File: src/design/bitop_pkg.sv
/*
  Constants and types shared by the bit-manipulation datapath and its field helper.
  Assumes an 8-bit byte operand and a byte-wide memory operand path.
*/
package bitop_pkg;

  localparam int BYTE_W = 8;
  localparam int BITSEL_W = 3;
  localparam int ADDR_W = 24;

  localparam logic [BYTE_W-1:0] BYTE_ZERO = 8'h00;
  localparam logic [ADDR_W-1:0] ADDR_ZERO = 24'h000000;
  localparam logic [BITSEL_W-1:0] BITSEL_ZERO = 3'h0;

  // Operation codes presented on the request port.
  typedef enum logic [3:0] {
    bit_inverse_xor_to_carry,
    bit_load_to_carry,
    bit_inverse_load_to_carry,
    bit_store_from_carry,
    bit_store_from_zero,
    bit_inverse_store_from_carry,
    bit_inverse_store_from_zero,
    bit_field_load,
    bit_field_store
  } op_t;

  typedef enum logic [2:0] {
    ST_IDLE,
    ST_READ,
    ST_EXEC,
    ST_WRITE,
    ST_FAULT
  } fsm_t;

endpackage

File: src/design/bit_field_unit.sv
/*
  Bit-field extract and insert for one byte, steered by a field mask.
  Assumes the mask marks one contiguous field; purely combinational.
*/
`timescale 1ns/1ps
module bit_field_unit (
  // Operands
  input wire logic [bitop_pkg::BYTE_W-1:0] field_mask,
  input wire logic [bitop_pkg::BYTE_W-1:0] mem_byte,
  input wire logic [bitop_pkg::BYTE_W-1:0] reg_byte,
  // Results
  output logic [bitop_pkg::BYTE_W-1:0] extracted,
  output logic [bitop_pkg::BYTE_W-1:0] inserted
);
  import bitop_pkg::*;

  // An empty mask yields position zero, so extract gives zero and insert changes nothing.
  function automatic logic [BITSEL_W-1:0] lowest_set(input logic [BYTE_W-1:0] m);
    logic [BITSEL_W-1:0] pos;
    pos = BITSEL_ZERO;
    for (int i = BYTE_W - 1; i >= 0; i--) begin
      if (m[i]) begin
        pos = BITSEL_W'(i);
      end
    end
    return pos;
  endfunction

  logic [BITSEL_W-1:0] shift;

  always_comb begin
    shift = lowest_set(field_mask);
    extracted = (mem_byte & field_mask) >> shift;
    inserted = (mem_byte & ~field_mask) | ((reg_byte << shift) & field_mask);
  end

endmodule

File: src/design/bit_manip_unit.sv
/*
  Single-bit and bit-field instruction datapath of the CPU core.
  Register operands arrive with the request; memory operands are fetched, and for stores written
  back, over a simple held-request byte port that runs on the same clock.
*/
`timescale 1ns/1ps
module bit_manip_unit (
  // Clock and reset
  input wire logic clk_sys,
  input wire logic rst_b,
  // Request from the instruction sequencer
  input wire logic req_valid,
  input wire bitop_pkg::op_t req_op,
  input wire logic [bitop_pkg::BITSEL_W-1:0] req_bit,
  input wire logic [bitop_pkg::BYTE_W-1:0] req_mask,
  input wire logic req_use_mem,
  input wire logic [bitop_pkg::ADDR_W-1:0] req_addr,
  input wire logic [bitop_pkg::BYTE_W-1:0] req_reg_data,
  input wire logic flag_c,
  input wire logic flag_z,
  output logic req_ready,
  // Completion toward register file and condition flags
  output logic done,
  output logic illegal,
  output logic carry_we,
  output logic carry_out,
  output logic reg_we,
  output logic [bitop_pkg::BYTE_W-1:0] reg_wdata,
  // Memory operand path
  output logic mem_rd,
  output logic mem_wr,
  output logic [bitop_pkg::ADDR_W-1:0] mem_addr,
  output logic [bitop_pkg::BYTE_W-1:0] mem_wdata,
  input wire logic mem_rvalid,
  input wire logic [bitop_pkg::BYTE_W-1:0] mem_rdata,
  input wire logic mem_wack
);
  import bitop_pkg::*;

  typedef struct packed {
    fsm_t st;
    op_t op;
    logic [BITSEL_W-1:0] bitn;
    logic [BYTE_W-1:0] mask;
    logic use_mem;
    logic [BYTE_W-1:0] reg_byte;
    logic [BYTE_W-1:0] opnd;
    logic c;
    logic z;
    logic ready;
    logic done;
    logic illegal;
    logic carry_we;
    logic carry_out;
    logic reg_we;
    logic [BYTE_W-1:0] reg_wdata;
    logic mem_rd;
    logic mem_wr;
    logic [ADDR_W-1:0] mem_addr;
    logic [BYTE_W-1:0] mem_wdata;
  } state_t;

  state_t state_r;
  state_t state_nxt;

  logic [BYTE_W-1:0] field_extract;
  logic [BYTE_W-1:0] field_insert;

  bit_field_unit u_field (
    .field_mask(state_r.mask),
    .mem_byte(state_r.opnd),
    .reg_byte(state_r.reg_byte),
    .extracted(field_extract),
    .inserted(field_insert)
  );

  // Zero-flag stores and both field operations have no register form.
  function automatic logic needs_memory(input op_t op);
    return (op == bit_store_from_zero) || (op == bit_inverse_store_from_zero) ||
           (op == bit_field_load) || (op == bit_field_store);
  endfunction

  function automatic logic is_bit_store(input op_t op);
    return (op == bit_store_from_carry) || (op == bit_store_from_zero) ||
           (op == bit_inverse_store_from_carry) || (op == bit_inverse_store_from_zero);
  endfunction

  // Replaces exactly one bit so the rest of the byte survives the write-back.
  function automatic logic [BYTE_W-1:0] put_bit(input logic [BYTE_W-1:0] b,
                                                input logic [BITSEL_W-1:0] n,
                                                input logic v);
    logic [BYTE_W-1:0] r;
    r = b;
    r[n] = v;
    return r;
  endfunction

  logic sel_bit;
  logic store_val;
  logic [BYTE_W-1:0] store_byte;

  always_comb begin
    state_nxt = state_r;
    state_nxt.done = 1'b0;
    state_nxt.illegal = 1'b0;
    state_nxt.carry_we = 1'b0;
    state_nxt.reg_we = 1'b0;
    sel_bit = state_r.opnd[state_r.bitn];
    store_val = 1'b0;
    case (state_r.op)
      bit_store_from_carry: store_val = state_r.c;
      bit_store_from_zero: store_val = state_r.z;
      bit_inverse_store_from_carry: store_val = ~state_r.c;
      bit_inverse_store_from_zero: store_val = ~state_r.z;
      default: store_val = 1'b0;
    endcase
    store_byte = (state_r.op == bit_field_store) ? field_insert
                 : put_bit(state_r.opnd, state_r.bitn, store_val);

    case (state_r.st)
      ST_IDLE: begin
        if (req_valid) begin
          state_nxt.op = req_op;
          state_nxt.bitn = req_bit;
          state_nxt.mask = req_mask;
          state_nxt.use_mem = req_use_mem;
          state_nxt.reg_byte = req_reg_data;
          state_nxt.opnd = req_reg_data;
          state_nxt.c = flag_c;
          state_nxt.z = flag_z;
          state_nxt.mem_addr = req_addr;
          if (needs_memory(req_op) && !req_use_mem) begin
            state_nxt.st = ST_FAULT;
          end else if (req_use_mem) begin
            state_nxt.mem_rd = 1'b1;
            state_nxt.st = ST_READ;
          end else begin
            state_nxt.st = ST_EXEC;
          end
        end
      end
      ST_READ: begin
        if (mem_rvalid) begin
          state_nxt.mem_rd = 1'b0;
          state_nxt.opnd = mem_rdata;
          state_nxt.st = ST_EXEC;
        end
      end
      ST_EXEC: begin
        if (is_bit_store(state_r.op) || state_r.op == bit_field_store) begin
          if (state_r.use_mem) begin
            state_nxt.mem_wr = 1'b1;
            state_nxt.mem_wdata = store_byte;
            state_nxt.st = ST_WRITE;
          end else begin
            state_nxt.reg_we = 1'b1;
            state_nxt.reg_wdata = store_byte;
            state_nxt.done = 1'b1;
            state_nxt.st = ST_IDLE;
          end
        end else if (state_r.op == bit_field_load) begin
          state_nxt.reg_we = 1'b1;
          state_nxt.reg_wdata = field_extract;
          state_nxt.done = 1'b1;
          state_nxt.st = ST_IDLE;
        end else begin
          // Carry-only forms never write the operand back and touch no other flag.
          state_nxt.carry_we = 1'b1;
          case (state_r.op)
            bit_inverse_xor_to_carry: state_nxt.carry_out = state_r.c ^ ~sel_bit;
            bit_load_to_carry: state_nxt.carry_out = sel_bit;
            bit_inverse_load_to_carry: state_nxt.carry_out = ~sel_bit;
            default: state_nxt.carry_out = state_r.c;
          endcase
          state_nxt.done = 1'b1;
          state_nxt.st = ST_IDLE;
        end
      end
      ST_WRITE: begin
        if (mem_wack) begin
          state_nxt.mem_wr = 1'b0;
          state_nxt.done = 1'b1;
          state_nxt.st = ST_IDLE;
        end
      end
      ST_FAULT: begin
        state_nxt.illegal = 1'b1;
        state_nxt.done = 1'b1;
        state_nxt.st = ST_IDLE;
      end
      default: begin
        state_nxt.st = ST_IDLE;
      end
    endcase
    state_nxt.ready = (state_nxt.st == ST_IDLE);
  end

  always_ff @(posedge clk_sys) begin
    if (!rst_b) begin
      state_r <= '0;
      state_r.st <= ST_IDLE;
      state_r.op <= bit_load_to_carry;
      state_r.bitn <= BITSEL_ZERO;
      state_r.mask <= BYTE_ZERO;
      state_r.reg_byte <= BYTE_ZERO;
      state_r.opnd <= BYTE_ZERO;
      state_r.ready <= 1'b1;
      state_r.reg_wdata <= BYTE_ZERO;
      state_r.mem_addr <= ADDR_ZERO;
      state_r.mem_wdata <= BYTE_ZERO;
    end else begin
      state_r <= state_nxt;
    end
  end

  assign req_ready = state_r.ready;
  assign done = state_r.done;
  assign illegal = state_r.illegal;
  assign carry_we = state_r.carry_we;
  assign carry_out = state_r.carry_out;
  assign reg_we = state_r.reg_we;
  assign reg_wdata = state_r.reg_wdata;
  assign mem_rd = state_r.mem_rd;
  assign mem_wr = state_r.mem_wr;
  assign mem_addr = state_r.mem_addr;
  assign mem_wdata = state_r.mem_wdata;

endmodule

File: config.mk
export PLATFORM = sky130hd
export DESIGN_NAME = bit_manip_unit
export DESIGN_NICKNAME = d
export VERILOG_FILES = /design/src/design/bitop_pkg.sv /design/src/design/bit_field_unit.sv /design/src/design/bit_manip_unit.sv
export SDC_FILE = /design/constraint.sdc
export NUM_CORES = 1
export LEC_CHECK = 0
export BUFFER_PORTS_ARGS = -buffer_cell sky130_fd_sc_hd__buf_4
export CORE_UTILIZATION = 38
export DETAILED_ROUTE_END_ITERATION = 8
export GPL_TIMING_DRIVEN = 0
export PLACE_DENSITY = 0.71
export SLEW_MARGIN = 15
export SYNTH_ARGS = -nofsm -noshare
export SYNTH_HDL_FRONTEND = slang
export SYNTH_SLANG_ARGS = --single-unit
export TNS_END_PERCENT = 100
File: constraint.sdc
create_clock -name clk_sys -period 6.3 [get_ports clk_sys]
set_input_delay 1.26 -clock clk_sys [delete_from_list [all_inputs] [get_ports clk_sys]]
set_output_delay 1.26 -clock clk_sys [all_outputs]
set_load 0.01 [all_outputs]
# After elaboration in Yosys (flattened, before gate mapping)
# Index checks and enable logic that the tools add are counted.
# totals
word_cells	130
input_bits	63
out_inout_bits	48
regBits	85
# op_classes
n_shift	2
n_eq_ne	24
mux	44
reduce_logical	25
bitwise	13
n_lt_le_gt_ge	2
# op_table
cell	n
2-to-1 mux 37 bit	1
2-to-1 mux 3 bit	12
== test 4 x 3 -> 1 bit, second input constant	7
2-to-1 mux 9 bit	3
bitwise AND 8 bit	3
2-to-1 mux 8 bit	2
inequality test 2 bit, second input constant	8
case mux 8 bit (2 select lines)	1
2-to-1 mux 1 bit	13
case mux 3 bit (4 select lines)	1
AND reduction 3 bit	4
bitwise mux 8 bit	1
== test 4 x 2 -> 1 bit, second input constant	2
== test 4 bit, second input constant	2
inverter 8 bit	1
bitwise OR 8 bit	1
<< shifter 8 x 3 -> 8 bit	1
>> shifter 8 x 3 -> 8 bit	1
logical OR 1 bit	7
inverter 1 bit	7
== test 3 x 2 -> 1 bit, second input constant	2
logical NOT 3 bit	2
2-to-1 mux 2 bit	3
case mux 1 bit (3 select lines)	2
other kinds (18)	23

# Longest topological paths before layout
# Gate-level depths: netlist of run 1.
# depth
ltp_word	14
depth_mapped	10
ltp_nobuf	7

# Hierarchy
# From an unflattened synthesis of run 1, not the netlist that was laid out.
# hier_totals
cells_unflattened	628
hier_area_um2	4797.1
# by_module_without_submodules
mod	n_inst	cells_each	area_per_inst_um2
bit_manip_unit	1	517	4038.9
bit_field_unit	1	111	758.2

# Least setup slack after synthesis of run 1
# No wires, ideal clock.
# synth_path
kind	input-to-reg
from	input port req_valid
to	register state_r (netlist bit req_ready)
stages	5
slack_ps	3622
required_ps	6184
t_arrival_ps	2562
cell_sequence	clkbuf_1 > nor4b_1 > nand2_1 > o21a_1 > a31o_2
# synth_via
elab_chain_len	3
# synth_rtl
element	line_no	rtl
start: declaration	bit_manip_unit.sv:12	input wire logic req_valid,
2-to-1 mux 37 bit	bit_manip_unit.sv:122	if (req_valid) begin
case mux 3 bit (4 select lines)	bit_manip_unit.sv:120	case (state_r.st)
logical NOT 3 bit	bit_manip_unit.sv:195	state_nxt.ready = (state_nxt.st == ST_IDLE);
end signal: assignment	bit_manip_unit.sv:212	state_r <= state_nxt;
end: declaration	bit_manip_unit.sv:63	state_t state_r;
# Every way passes these cells. The select of a mux whose other input is x is not followed.
# A chain may end at the register's enable or synchronous reset.

# Final worst setup path of run 1
# layout_path
from	input port req_valid
to	register state_r[77] (netlist bit)
# layout_via
elab_chain_len	1
# layout_rtl
element
AND reduction 2 bit (no line)
# Every way passes these cells.

==> impl_metrics.csv, run 1 <==
group,metric,value,unit
pwr,p_clk_share,38.0,%
sta,rsz0062_at_grt,"false",
worst_setup_path,endpoint_kind,"flip-flop",
worst_setup_path,critPathKind,"in -> reg",
layout,synthToLayoutAreaGrowth,28.2,%
worst_setup_path,reg2reg_to,"reg_wdata[3]$_SDFFE_PN0P_",
hold_path,hold_class,"reg -> reg",
sta,period_share,47.8,%
synthesis,synth-seq-cells,85,
synthesis,synth-seq-area-share,36.0,%
clock_network,cts_setup_buffers,0,
layout,nets,793,
grt,grt_pass1_wl,23000,um
sta,setup-violations-final,0,
synthesis,netlist_instances,610,
synthesis,synth_top_area_share,36.0,%
drt,wire_per_inst,16.0,um
clock_network,clkTransAtPathRegs,70,ps
synthesis,synth_edf_count,0,
synthesis,synth.area.top_cells,"dfxtp_1 (36%), nand2_1 (11%), a21boi_0 (8.1%), buf_4 (6.4%), nand3_1 (3.4%)",
hold_path,min_path_cells,2,
die,die_h,114,um
die,io_pins,111,
worst_setup_path,ff2ff_setup_slack,3510,ps
synthesis,avgSynthCellArea,7.75,sq um
drt,drt_iter0_drc,250,
grt,antenna_found_initial,0,
layout,final.fill_count,1171,
worst_setup_path,cp_slowest_cell,"nor4b_1",
synthesis,syn-cell-area,4730,sq um
grt,grt_usage,23.2,%
pwr,internal-power,1020,uW
worst_setup_path,path_cells,"clkbuf_1 -> nor4b_1 -> clkbuf_1 -> nand2_1 -> a21boi_0",
pwr,peakVddDrop,0.136,mV
die,fp-row-count,40,
clock_network,clk_latency,360,ps
worst_setup_path,r2r_cells,8,
pwr,switchingPower,441,uW
layout,seq_area,1700,sq um
grt,grt-ovfl-total,0,
clock_network,cts_buffers,9,
synthesis,synthFlopType,"dfxtp_1",
sta,hold_viol_final,0,
hold_path,hold_end,"mem_addr[0]$_SDFFE_PN0P_",
placed_design,portBuffers,109,
drt,dr.pass1.iters,5,
die,chipWidth,114,um
sta,worstMarginPinSlew,1000,ps
worst_setup_path,cp_data_required_time,6580,ps
layout,utilization,50.2,%
pwr,p_per_area,240,nW/um^2
sta,drv_slew,0,
pwr,p_leak,0.00260,uW
synthesis,ys_async_sr_fraction,0,%
worst_setup_path,cp_max_fo,10,
layout,stdcell_count,903,
clock_network,clockBufferDepth,2,
worst_setup_path,cp_slowest_stage_delay,870,ps
die,initial_core_util,39.2,%
worst_setup_path,crit_path_start_kind,"input port",
synthesis,yosysWarnings,0,
sta,relSlewSlack,32.2,%
synthesis,synth.largest_area_cell,"dfxtp_1",
clock_network,cts_sinks,85,
sta,finalSetupTns,0,ps
worst_setup_path,crit_top_cell,"clkbuf_1",
die,dieArea,12900,sq um
pwr,seq_power_share,41.2,%
sta,fin_skew,8.72,ps
job,max_cap_violations,0,
sta,min_period,3010,ps
drt,remaining_drc_errors,0,
grt,grt_max_degree,17,
grt,grt_pass1_vias,4493,
layout,layout-drive-gt1-share,24.9,%
layout,multi_input_area,2530,sq um
placed_design,placed_cells,887,
clock_network,ctsHtreeMaxLevel,3,
clock_network,cts_tree,"built",
synthesis,synth_nets,673,
layout,n_antenna_cell,0,
placed_design,gp_congestion,0.882,
synthesis,synth_cell_types,60,
drt,via_per_inst,5.19,
clock_network,cts_hold_repair.buffers,0,
hold_path,hp-start,"mem_addr[0]$_SDFFE_PN0P_",
clock_network,cts_resized,0,
drt,ant_nets,0,
sta,max_freq,0.332,GHz
worst_setup_path,r2r-start,"state_r[79]$_SDFFE_PN0P_",
worst_setup_path,crit_arrival,3290,ps
die,core-area,12100,sq um
pwr,switching_share,30.3,%
drt,dr_total_vias,4688,
pwr,p_comb_share,20.8,%
outcome,status,"complete, no violations",
clock_network,cts_root_buf,"clkbuf_16",
placed_design,dp_hpwl,11300,um
drt,wl,14400,um
==> cell families after synthesis <==
logic type                share of synthesized area (%)
AOI/OAI and AO/OA                                  25.3
buffers and inverters                              10.5
DFF                                                36.0
xor gates and xnor gates                          0.556
and+or+nand+nor                                    24.2
muxes                                              3.47
==> cell type report <==
type	instances	share of cell area (%)
flip-flops and latches	85	28.1
clock buffers	9	3.72
inverters	8	0.496
plain buffers	81	7.68
well taps	168	3.47
clock inverters	7	1.32
repair buffers	109	13.5
multi-input cells	436	41.7
==> worst max-delay path by stage <==
| stage | cells after the start | end | startpoint |
|---|---|---|---|
| 3_3_place_gp | 5 | state_r[77]$_SDFFE_PN0P_ | req_valid |
| 2_1_floorplan | 5 | req_ready$_SDFF_PN1_ | req_valid |
| 5_1_grt | 5 | state_r[60]$_SDFFE_PN0P_ | req_valid |
| 3_5_place_dp | 5 | state_r[77]$_SDFFE_PN0P_ | req_valid |
| 6_report | 5 | state_r[77]$_SDFFE_PN0P_ | req_valid |
| 4_1_cts | 5 | state_r[77]$_SDFFE_PN0P_ | req_valid |
==> per-layer routing <==
metal / wire [um] / global-route usage [%] / vias to the layer above
met5: 0 / 0 / -
met4: 277 / 8.42 / 0
met3: 1110 / 6.43 / 18
met2: 6710 / 37.9 / 158
met1: 6320 / 29.3 / 2177
li1: - / - / 2335
==> synth_stat cells (3+ instances only) <==
library cell / count
clkbuf_1: 36
o21ai_0: 21
xor2_1: 3
a211oi_1: 6
nand3_1: 32
buf_4: 40
and2_1: 5
mux2i_1: 13
a21oi_1: 20
a221oi_1: 3
a211o_1: 3
dfxtp_1: 85
o31ai_1: 5
o31a_1: 3
nor4_1: 3
nor3b_1: 3
nor2b_1: 7
and3_1: 4
a31oi_1: 3
o2111ai_1: 4
o21a_1: 7
nor2_1: 29
nand2b_1: 5
o211a_1: 10
nand2_1: 141
a21boi_0: 51
buf_2: 3
nor3_1: 9
nor4b_1: 3
o22ai_1: 7
inv_1: 8
==> worst max-delay path, delay by kind of cell <==
kind / cells / cell delay (ps)
and+or+nand+nor: 2 / 1000
buffers and inverters: 2 / 840
AOI/OAI and AO/OA: 1 / 180
==> sequential cells by signal (all words and copies together) (netlist names) <==
| name | count |
|---|---|
| reg_we | 1 |
| carry_out | 1 |
| illegal | 1 |
| carry_we | 1 |
| req_ready | 1 |
| mem_wdata | 8 |
| state_r | 37 |
| reg_wdata | 8 |
| mem_addr | 24 |
| done | 1 |
| mem_wr | 1 |
| mem_rd | 1 |
==> cells in the final DEF, fill, tap and decap left out, types with 8 or more instances in the layout <==
cell / instances
nor3_1: 9
o211a_1: 10
mux2i_1: 13
clkbuf_1: 36
o21ai_0: 21
nor2_1: 29
inv_1: 8
a21oi_1: 20
buf_4: 149
nand3_1: 32
a21boi_0: 51
nand2_1: 141
clkbuf_16: 9
dfxtp_1: 85
==> per-stage QoR <==
stage                     setup WS (ps)  power (uW)  hold WS (ps)  area, sq um
after floorplan                    3620         792           443         4730
after global placement             2890         910           452         5750
after detailed placement           2880         915           458         5750
after CTS                          3240        1470           467         6060
after global routing               3040        1530           483         6060
final                              3290        1460           465         6060
==> power groups by stage <==
stage	Combinational (uW)	Clock, uW	Sequential [uW]
after floorplan	190	0	602
after CTS	304	564	600
after global placement	299	0	611
after detailed placement	303	0	612
final	303	553	601
after global routing	333	590	604
No activity file was read; power rests on OpenSTA's default activity.
==> run 2, diff against run 1 <==
--- a/config.mk
+++ b/config.mk
@@ -9,7 +9,7 @@
 export CORE_UTILIZATION = 38
 export DETAILED_ROUTE_END_ITERATION = 8
 export GPL_TIMING_DRIVEN = 0
-export PLACE_DENSITY = 0.71
+export PLACE_DENSITY = 0.73
 export SLEW_MARGIN = 15
 export SYNTH_ARGS = -nofsm -noshare
 export SYNTH_HDL_FRONTEND = slang
==> constraint.sdc (replaced) <==
create_clock -name clk_sys -period 2.7 [get_ports clk_sys]
set_input_delay 0.54 -clock clk_sys [delete_from_list [all_inputs] [get_ports clk_sys]]
set_output_delay 0.54 -clock clk_sys [all_outputs]
set_load 0.01 [all_outputs]
==> impl_metrics.csv, run 2 (same netlist as run 1, synthesis figures left out) <==
group,metric,value,unit
placed_design,gp_congestion,0.898,
sta,rsz0062_at_grt,"false",
layout,layout-drive-gt1-share,25.8,%
sta,setup_ws,91.4,ps
clock_network,clockBufferDepth,2,
die,dieArea,12900,sq um
die,core-area,12100,sq um
sta,hold_slack,434,ps
pwr,p_leak,0.00261,uW
clock_network,cts_root_buf,"clkbuf_16",
pwr,fin_total_pwr,3420,uW
pwr,p_per_area,561,nW/um^2
grt,grt_pass1_wl,23200,um
clock_network,clkTransAtPathRegs,60,ps
worst_setup_path,endpoint_kind,"flip-flop",
die,initial_core_util,39.2,%
placed_design,dp_hpwl,11200,um
drt,dr_total_vias,4726,
clock_network,cts_setup_buffers,0,
worst_setup_path,crit_top_cell,"a211oi_2",
worst_setup_path,cp_slowest_cell,"or4_4",
drt,dr.pass1.iters,5,
job,max_cap_violations,0,
worst_setup_path,path_cells,"buf_6 -> or4_4 -> nor2_4 -> mux2i_1 -> mux2_2 -> a211oi_2 -> o21ai_1 -> a211oi_2",
layout,n_antenna_cell,0,
grt,grt-ovfl-total,0,
drt,via_per_inst,5.25,
die,die_h,114,um
layout,final_common_cell,"buf_4",
layout,synthToLayoutAreaGrowth,29.0,%
worst_setup_path,r2r_cells,8,
drt,drt_iter0_drc,247,
sta,drv_slew,0,
layout,multi_input_area,2560,sq um
worst_setup_path,cp_data_required_time,2970,ps
outcome,status,"complete, no violations",
placed_design,place_ws,-14.1,ps
layout,nets,791,
layout,top_register,"state_r",
placed_design,portBuffers,109,
drt,wire_per_inst,16.2,um
clock_network,cts_sinks,85,
worst_setup_path,cp_slowest_stage_delay,570,ps
drt,remaining_drc_errors,0,
sta,max_freq,0.383,GHz
layout,most-common-layout-cells,"buf_4 (150), nand2_1 (141), dfxtp_1 (85)",
die,fp-row-count,40,
clock_network,cts_buffers,9,
pwr,peakVddDrop,0.347,mV
sta,min_period,2610,ps
layout,seq_area,1700,sq um
sta,period_share,96.6,%
layout,final.fill_count,1209,
sta,setup-violations-final,0,
layout,utilization,50.5,%
clock_network,ctsHtreeMaxLevel,3,
die,chipWidth,114,um
placed_design,placed_cells,887,
drt,wl,14600,um
hold_path,min_path_cells,3,
drt,ant_nets,0,
clock_network,clk_latency,350,ps
layout,stdcell_count,901,
sta,fin_skew,8.92,ps
layout,largest_reg_flops,37,
grt,antenna_found_initial,0,
sta,relSlewSlack,35.7,%
grt,grt_pass1_vias,4618,
sta,worstMarginPinSlew,950,ps
worst_setup_path,crit_arrival,2880,ps
clock_network,cts_tree,"built",
grt,grt_max_degree,15,
die,io_pins,111,
worst_setup_path,cp_max_fo,10,
worst_setup_path,critPathKind,"reg -> reg",
hold_path,hold_class,"in -> reg",
sta,hold_viol_final,0,
grt,grt_usage,23.4,%
layout,top_regs,"state_r x37, mem_addr x24",
worst_setup_path,crit_path_start_kind,"flip-flop",
-- run 2: layout make-up --
class	count	area share [%]
multi-input cells	436	42.0
flip-flops and latches	85	27.9
repair buffers	109	13.4
plain buffers	79	7.55
clock buffers	12	4.21
well taps	168	3.45
clock inverters	4	0.923
inverters	8	0.493
-- run 2: metal layers --
layer / track usage, % / part of all wire (%) / vias to the layer above
li1: - / - / 2323
met1: 29.3 / 45 / 2197
met2: 38.5 / 46 / 175
met3: 5.05 / 6.4 / 31
met4: 10.3 / 2.9 / 0
met5: 0 / 0 / -
-- run 2: critical path, delay by kind of cell, from the launching register on --
| family | cells | cell delay, ps |
|---|---|---|
| and+or+nand+nor | 2 | 880 |
| AOI/OAI and AO/OA | 3 | 650 |
| muxes | 2 | 540 |
| DFF | 1 | 310 |
| buffers and inverters | 1 | 140 |
-- run 2: report_power, final --
| group | leakage (uW) | switching (uW) | internal (uW) |
|---|---|---|---|
| Clock | 0.000153 | 529 | 773 |
| Combinational | 0.00176 | 399 | 309 |
| Sequential | 0.000696 | 77.2 | 1330 |
-- run 2: per-stage QoR --
stage	cell area (sq um)	setup TNS, ps
6_report	6100	0
3_3_place_gp	5750	0
4_1_cts	6080	0
2_1_floorplan	4730	0
3_5_place_dp	5750	-14.1
5_1_grt	6100	0
-- run 2: timing repair --
action	CTS	global route
resized for setup	2	7
hold buffers	0	0
endpoints found under the hold margin	0	0
setup endpoints to repair	5	20
-- run 2: worst paths after layout --
kind	end	from	slack (ps)
max	reg_wdata[7]$_SDFFE_PN0P_	state_r[69]$_SDFFE_PN0P_	90
min	state_r[78]$_SDFFE_PN1P_	req_op[0]	430
min reg2reg	mem_wdata[7]$_SDFFE_PN0N_	mem_wdata[7]$_SDFFE_PN0N_	460
max reg2reg	reg_wdata[7]$_SDFFE_PN0P_	state_r[69]$_SDFFE_PN0P_	90
